## src/logic/esp_pkg.sv

```systemverilog
package esp_pkg;
  // Frame layout, first bit on the wire is bit 0
  localparam int FRAME_BITS = 16;
  localparam logic [4:0] FRAME_LAST = 5'h0f;
  localparam int ADDR_LSB_POS = 0;
  localparam int ADDR_MSB_POS = 1;
  localparam int OP_POS = 2;
  localparam int DATA_LSB_POS = 8;
  localparam int DATA_W = 8;
  localparam logic OP_READ = 1'h1;
  localparam logic OP_WRITE = 1'h0;
  // Reset values of the stored configuration words
  localparam logic [7:0] REG0_RESET = 8'h80;
  localparam logic [7:0] REG1_RESET = 8'h73;
  // Program strobe must stand this long before it commits
  localparam int PROG_MIN_MS = 5;
  localparam int CLK_MHZ = 125;
  localparam int PROG_MIN_CYC = PROG_MIN_MS * 1000 * CLK_MHZ;
  localparam logic [2:0] SYNC_RESET = 3'h0;

  typedef enum logic [1:0] {
    ESP_IDLE = 2'b00,
    ESP_SHIFT = 2'b01,
    ESP_HELD = 2'b10
  } esp_state_t;
endpackage

```

## src/logic/esp_program_port.sv

```systemverilog
`timescale 1ns/1ns
module esp_program_port
  import esp_pkg::*;
#(
  parameter int PROG_CYC = PROG_MIN_CYC
) (
  // Clock and reset
  input wire logic sys_clk,
  input wire logic rst,
  // Programming pins
  input wire logic testMode,
  input wire logic serialClk,
  input wire logic transferEnable,
  input wire logic serialIn,
  input wire logic progStrobe,
  output logic serialOut,
  output logic serialOutEn_n,
  // Stored configuration and port status
  output logic [7:0] cfgWord0,
  output logic [7:0] cfgWord1,
  output logic portActive
);

  // ==========================================
  // Pin synchronisers
  logic [2:0] tmSync_ff, sckSync_ff, enSync_ff, siSync_ff, ppSync_ff;
  logic [2:0] nxt_tmSync, nxt_sckSync, nxt_enSync, nxt_siSync, nxt_ppSync;
  logic tm_ff, sck_ff, en_ff, si_ff, pp_ff;
  logic nxt_tm, nxt_sck, nxt_en, nxt_si, nxt_pp;

  // A change only counts once stages two and three agree
  function automatic logic filt(input logic [2:0] s, input logic cur);
    filt = (s[1] == s[2]) ? s[2] : cur;
  endfunction

  always_comb begin
    nxt_tmSync = {tmSync_ff[1:0], testMode};
    nxt_sckSync = {sckSync_ff[1:0], serialClk};
    nxt_enSync = {enSync_ff[1:0], transferEnable};
    nxt_siSync = {siSync_ff[1:0], serialIn};
    nxt_ppSync = {ppSync_ff[1:0], progStrobe};
    nxt_tm = filt(tmSync_ff, tm_ff);
    nxt_sck = filt(sckSync_ff, sck_ff);
    nxt_en = filt(enSync_ff, en_ff);
    nxt_si = filt(siSync_ff, si_ff);
    nxt_pp = filt(ppSync_ff, pp_ff);
  end

  always_ff @(posedge sys_clk) begin
    if (rst) begin
      tmSync_ff <= SYNC_RESET;
      sckSync_ff <= SYNC_RESET;
      enSync_ff <= SYNC_RESET;
      siSync_ff <= SYNC_RESET;
      ppSync_ff <= SYNC_RESET;
      tm_ff <= 1'h0;
      sck_ff <= 1'h0;
      en_ff <= 1'h0;
      si_ff <= 1'h0;
      pp_ff <= 1'h0;
    end else begin
      tmSync_ff <= nxt_tmSync;
      sckSync_ff <= nxt_sckSync;
      enSync_ff <= nxt_enSync;
      siSync_ff <= nxt_siSync;
      ppSync_ff <= nxt_ppSync;
      tm_ff <= nxt_tm;
      sck_ff <= nxt_sck;
      en_ff <= nxt_en;
      si_ff <= nxt_si;
      pp_ff <= nxt_pp;
    end
  end

  logic sckRise, enRise;
  assign sckRise = nxt_sck & ~sck_ff;
  assign enRise = nxt_en & ~en_ff;

  // ==========================================
  // Frame engine
  esp_state_t state_ff, nxt_state;
  logic [15:0] shift_ff, nxt_shift;
  logic [4:0] count_ff, nxt_count;
  logic [7:0] inReg_ff, nxt_inReg;
  logic inAddr_ff, nxt_inAddr;
  logic armed_ff, nxt_armed;
  logic [7:0] readBuf_ff, nxt_readBuf;
  logic so_ff, nxt_so;
  logic soEn_n_ff, nxt_soEn_n;
  logic [7:0] mem_ff [2];
  logic [7:0] nxt_mem [2];
  logic [31:0] ppCnt_ff, nxt_ppCnt;
  logic [1:0] rdAddr;
  logic [15:0] fullFrame;

  always_comb begin
    nxt_state = state_ff;
    nxt_shift = shift_ff;
    nxt_count = count_ff;
    nxt_inReg = inReg_ff;
    nxt_inAddr = inAddr_ff;
    nxt_armed = armed_ff;
    nxt_readBuf = readBuf_ff;
    nxt_so = so_ff;
    nxt_soEn_n = 1'h1;
    nxt_mem = mem_ff;
    nxt_ppCnt = '0;
    rdAddr = '0;
    // Shift LSB first: bit arriving first ends up at position 0
    fullFrame = {si_ff, shift_ff[15:1]};
    if (!tm_ff) begin
      // Normal pins: port idle, output released
      nxt_state = ESP_IDLE;
      nxt_count = '0;
      nxt_armed = 1'h0;
    end else begin
      nxt_soEn_n = 1'h0;
      case (state_ff)
        ESP_IDLE: begin
          if (enRise) begin
            nxt_state = ESP_SHIFT;
            nxt_count = '0;
          end
        end
        ESP_SHIFT: begin
          if (!nxt_en) begin
            // Short frames are dropped; the pending commit and the stored words stay as they were
            nxt_state = ESP_IDLE;
          end else if (sckRise) begin
            nxt_shift = {nxt_si, shift_ff[15:1]};
            nxt_so = readBuf_ff[0];
            nxt_readBuf = {1'h0, readBuf_ff[7:1]};
            // After the op bit, load the addressed word for read-back
            if (count_ff == 5'h2 && nxt_si == OP_READ) begin
              rdAddr = {shift_ff[15], shift_ff[14]};
              nxt_readBuf = mem_ff[rdAddr[0]];
            end
            nxt_count = count_ff + 5'h1;
            if (count_ff == FRAME_LAST) begin
              nxt_state = ESP_HELD;
            end
          end
        end
        ESP_HELD: begin
          if (!nxt_en) begin
            fullFrame = shift_ff;
            nxt_state = ESP_IDLE;
            // Only write frames arm a commit; read data is ignored
            if (fullFrame[OP_POS] == OP_WRITE) begin
              nxt_inReg = fullFrame[DATA_LSB_POS +: DATA_W];
              nxt_inAddr = fullFrame[ADDR_LSB_POS];
              nxt_armed = 1'h1;
            end else begin
              nxt_armed = 1'h0;
            end
          end
        end
        default: nxt_state = ESP_IDLE;
      endcase
      // Commit only with transfer_enable low; one commit per arm
      if (pp_ff && !en_ff && state_ff == ESP_IDLE) begin
        nxt_ppCnt = (ppCnt_ff == 32'(PROG_CYC)) ? ppCnt_ff : ppCnt_ff + 32'h1;
        if (armed_ff && ppCnt_ff == 32'(PROG_CYC) - 32'h1) begin
          nxt_mem[inAddr_ff] = inReg_ff;
          nxt_armed = 1'h0;
        end
      end
    end
  end

  always_ff @(posedge sys_clk) begin
    if (rst) begin
      state_ff <= ESP_IDLE;
      shift_ff <= 16'h0000;
      count_ff <= 5'h00;
      inReg_ff <= 8'h00;
      inAddr_ff <= 1'h0;
      armed_ff <= 1'h0;
      readBuf_ff <= 8'h00;
      so_ff <= 1'h0;
      soEn_n_ff <= 1'h1;
      mem_ff[0] <= REG0_RESET;
      mem_ff[1] <= REG1_RESET;
      ppCnt_ff <= 32'h0;
    end else begin
      state_ff <= nxt_state;
      shift_ff <= nxt_shift;
      count_ff <= nxt_count;
      inReg_ff <= nxt_inReg;
      inAddr_ff <= nxt_inAddr;
      armed_ff <= nxt_armed;
      readBuf_ff <= nxt_readBuf;
      so_ff <= nxt_so;
      soEn_n_ff <= nxt_soEn_n;
      mem_ff <= nxt_mem;
      ppCnt_ff <= nxt_ppCnt;
    end
  end

  assign serialOut = so_ff;
  assign serialOutEn_n = soEn_n_ff;
  assign cfgWord0 = mem_ff[0];
  assign cfgWord1 = mem_ff[1];
  assign portActive = tm_ff;

endmodule

```

## config.mk

```make
export PLATFORM = sky130hd
export DESIGN_NAME = esp_program_port
export DESIGN_NICKNAME = d
export VERILOG_FILES = /design/src/logic/esp_pkg.sv /design/src/logic/esp_program_port.sv
export SDC_FILE = /design/constraint.sdc
export NUM_CORES = 1
export LEC_CHECK = 0
export BUFFER_PORTS_ARGS = -buffer_cell sky130_fd_sc_hd__buf_2
export CAP_MARGIN = 20
export CORE_MARGIN = 4
export CORE_UTILIZATION = 32
export CTS_BUF_LIST = sky130_fd_sc_hd__clkbuf_16
export CTS_CLUSTER_DIAMETER = 40
export DETAILED_ROUTE_END_ITERATION = 16
export GPL_TIMING_DRIVEN = 0
export HOLD_SLACK_MARGIN = 0.1
export PLACE_DENSITY = 0.44
export SLEW_MARGIN = 20
export SYNTH_ARGS = -nofsm -noshare
export SYNTH_HDL_FRONTEND = slang
export SYNTH_SLANG_ARGS = --single-unit
```

## constraint.sdc

```tcl
create_clock -name sys_clk -period 7.12 [get_ports sys_clk]
set_input_delay 1.424 -clock sys_clk [delete_from_list [all_inputs] [get_ports sys_clk]]
set_output_delay 1.424 -clock sys_clk [all_outputs]
set_load 0.1 [all_outputs]
```

======== Word level (Yosys, flattened, before mapping) ========
Index checks and enable logic that the tools add are counted.
operators by class
  mux-type cells .......................... 26
  add/subtract/negate cells ............... 2
  equality and inequality tests ........... 17
  reduce and logical (&&, ||, !) cells .... 15
  shift-type cells ........................ 0
  bitwise operators ....................... 10
  magnitude comparators ................... 3
  multipliers ............................. 0
  divide/modulo/power cells ............... 0
operators with widths
  kind                                                       number
  equality test 32 x 20 -> 1 bit (second input constant)     2
  two-way mux 8 bit                                          5
  adder 32 x 1 -> 32 bit (second input constant)             1
  bitwise mux 16 bit                                         1
  AND reduction 4 bit                                        4
  two-way mux 5 bit                                          3
  two-way mux 2 bit                                          5
  one-hot mux 5 bit (2 select lines)                         1
  two-way mux 1 bit                                          9
  demux 8 bit (select 1 bit)                                 1
  != test 2 bit (second input constant)                      4
  != test 3 bit (second input constant)                      2
  inverter 1 bit                                             6
  one-hot mux 2 bit (3 select lines)                         1
  adder 5 x 1 -> 5 bit (second input constant)               1
  equality test 1 bit                                        5
  equality test 5 x 2 -> 1 bit (second input constant)       1
  equality test 5 x 4 -> 1 bit (second input constant)       1
  logical AND 1 bit                                          5
  greater-or-equal comparator 2 bit (second input constant)  2
  inverter 1 -> 2 bit                                        2
  AND reduction 3 bit                                        1
  OR reduction 3 bit                                         1
  bitwise AND 1 bit                                          2
  7 further kinds                                            7
storage, ports and cells
  bits in registers ....................... 111
  word-level logic and storage cells ...... 95
  memory bits (read-only) ................. 0
  memory bits (writable) .................. 0
  memories kept ........................... 0
  bits in latches ......................... 0

======== Depth between registers and ports, before layout ========
  depth after elaboration ................. 6
  depth in mapped cells ................... 7
  mapped depth without buffers ............ 6

======== Worst setup path before layout ========
No wires, ideal clock.
  path kind ............................... register -> output
  from .................................... register mem_ff, in the netlist cfgWord1[0]
  to ...................................... output cfgWord1[0]
  stages on the path, launching flop included .. 1
  path buffers ............................ 0
  setup slack ............................. 4.755 ns
  data required time ...................... 5.696 ns
  arrival ................................. 0.941 ns
  cell sequence ........................... dfxtp_1
RTL lines
  item                    RTL line                 RTL
  start, declared         esp_program_port.sv:90   logic [7:0] mem_ff [2];
  start signal, assigned  esp_program_port.sv:195  mem_ff <= nxt_mem;
  end, declared           esp_program_port.sv:20   output logic [7:0] cfgWord1,
No word-level cell between the ends.

======== Final worst setup path ========
  from .................................... register mem_ff, in the netlist cfgWord1[0]
  to ...................................... output cfgWord1[0]
No word-level cell between the ends.

==> impl_metrics.ini <==
[placed_design]
hpwl_mm = 6.84
gp_congestion = 0.744
placed_area_sq_um = 4810
io_buffer_count = 25

[clock_network]
cts_resized = 0
cts_root_buffer = clkbuf_16
clkLatencyLatePin_ps = 360
postCtsSetupBuffers = 0
cts_tree = yes
ctsHoldBuffers = 0
clkTransAtPathRegs_ps = 70
numCtsBuffers = 9
clock-sinks = 111
cts_buffer_depth = 2
h-tree-depth = 3

[layout]
area_growth_pct = 13.8
n_antenna_cell = 0
nets = 543
final_area_sq_um = 5080
fillerInstances = 1444
final_common_cell = dfxtp_1
final_core_util_pct = 37.8
drive_gt1_share_pct = 8.77
layout_common_cells = dfxtp_1 (111), nor2_1 (79), nand2_1 (49)

[critical_path]
crit_buf_inv = 1
cpLargestDelayFamily = buffers and inverters
reg2regPathDepth = 6
critPathMaxFanout = 3
crit_required_ps = 5700
worstSetupStartpointType = flip-flop
r2r-end = cfgWord1[0]
cp-end-kind = output port
worstPathArrival_ps = 1170
slowest_stage = buf_2
critPathKind = reg -> out
r2r_slack_ps = 4550
worstReg2RegStart = ppCnt_ff[9]
slowest_delay_ps = 440
crit_chain = buf_2

[sta]
hold_violations = 0
setup_tns_ps = 0
slew_viol_final = 0
worstMarginPinSlew_ps = 802
skew_ps = 11.8
fin_crit_sh_pct = 36.4
setup_violations = 0
rsz0062_at_grt = false
min_period_ps = 2590
clock.fmax_mhz = 386
relSlewSlack_pct = 46.0
timing.hold.ws_ps = 438

[global_routing]
grt_max_degree = 19
grt_usage_pct = 12.7
grt_pass1_wl_mm = 16.4
grt_pass1_vias = 3334
antenna_found_initial = 0
overflow = 0

[floorplan]
core-area_sq_um = 13500
fp.dieW_um = 126
io_pins = 26
initial_core_util_pct = 33.2
design.die.area_sq_um = 15900
rows = 42
die_h_um = 126

[logic_synthesis]
synth_edf_count = 0
seq_area_frac_synth_pct = 49.8
yosys.cell_types.count = 40
avgSynthCellArea_sq_um = 9.02
syn_area_sq_um = 4460
ys_seq_elements = 111
syn-instance-count = 495
yosysWarnings = 0
synth_async_sr_flop_share_pct = 0
ys.flop_type = dfxtp_1
syn_nets = 507

[routing]
drt_iter0_markers = 143
drc_errors = 0
via_count = 3418
wl_mm = 9.54
first_pass_iters = 4
via_per_inst = 4.80
antenna_left = 0
wire_per_inst_um = 13.4

[pwr]
p_leak_nw = 1.66
fin_total_pwr_mw = 1.11
ir_drop_uv = 104
p_per_area_nw_per_um2 = 219

[min_path]
worstHoldStart = siSync_ff[0]
holdPathStages = 1
hold_end = siSync_ff[1]
hp-class = reg -> reg

[run_status]
outcome = finished clean

[flow_run]
maxCapViolations = 0
-- worst max path at each step --
| stage | start | to | slack [ps] | cells past startpoint |
|---|---|---|---|---|
| 6_report | cfgWord1[0] | cfgWord1[0] | 4530 | 1 |
| 5_1_grt | ppCnt_ff[9] | cfgWord1[6] | 4430 | 6 |
| 4_1_cts | cfgWord1[0] | cfgWord1[0] | 4510 | 1 |
| 3_5_place_dp | rst | inReg_ff[3] | 4450 | 4 |
| 3_3_place_gp | rst | inReg_ff[2] | 4450 | 4 |
| 2_1_floorplan | cfgWord1[0] | cfgWord1[0] | 4760 | 0 |
-- routing by layer --
layer	track usage [%]	part of all wire (%)	vias up
met5	0	0	-
met4	3.79	1.4	0
met3	3.43	2.6	9
met2	21.3	47	40
met1	16.0	49	1603
li1	-	-	1766
-- kinds of logic after synthesis --
logic type / Yosys count / synth area share [%]
AO/OA/AOI/OAI: 57 / 7.06
buffers and inverters: 30 / 2.72
multiplexers: 28 / 6.28
AND/OR/NAND/NOR: 231 / 26.2
adder cells (fa/ha/maj): 7 / 1.85
XOR/XNOR: 31 / 6.08
flip-flops: 111 / 49.8
-- final cells by class --
class / instances / area (sq um) / share of cell area, %
plain buffers: 21 / 87.6 / 1.72
clock buffers: 9 / 225 / 4.43
clock inverters: 7 / 47.5 / 0.936
inverters: 9 / 33.8 / 0.665
multi-input cells: 354 / 2120 / 41.7
flip-flops and latches: 111 / 2220 / 43.7
well taps: 176 / 220 / 4.33
repair buffers: 25 / 125 / 2.46
-- report_power, final --
part           switching (mW)  internal (mW)  total (mW)
combinational         0.00998        0.00500      0.0150
sequential            0.00116          0.624       0.625
clock                   0.232          0.238       0.471
-- through the flow --
| stage | setup slack, ps | std cells |
|---|---|---|
| 6_report | 4530 | 712 |
| 5_1_grt | 4430 | 712 |
| 4_1_cts | 4510 | 712 |
| 3_5_place_dp | 4450 | 696 |
| 3_3_place_gp | 4450 | 696 |
| 2_1_floorplan | 4760 | 495 |
-- sequential cells by signal (all words and copies together), names as in the netlist, 2 cells and up --
name and count:
shift_ff 16, cfgWord1 8, state_ff 2, enSync_ff 3, cfgWord0 8, siSync_ff 3, count_ff 5, ppSync_ff 3
tmSync_ff 3, sckSync_ff 3, ppCnt_ff 32, inReg_ff 8, readBuf_ff 8
-- cell usage after synthesis (all sizes together) (10+ instances only) --
cell type,count,share of area [%]
dfxtp,111,50
nor2,79,6.6
nand2,49,4.1
a21oi,37,4.1
mux2i,28,6.3
clkbuf,19,1.6
nor2b,19,2.7
xor2,18,3.5
nand3,16,1.8
nand4,16,2.2
xnor2,13,2.6
nor3,11,1.3
o21ai,11,1.2
nand3b,10,1.7
(Power assumes the default switching activity.)
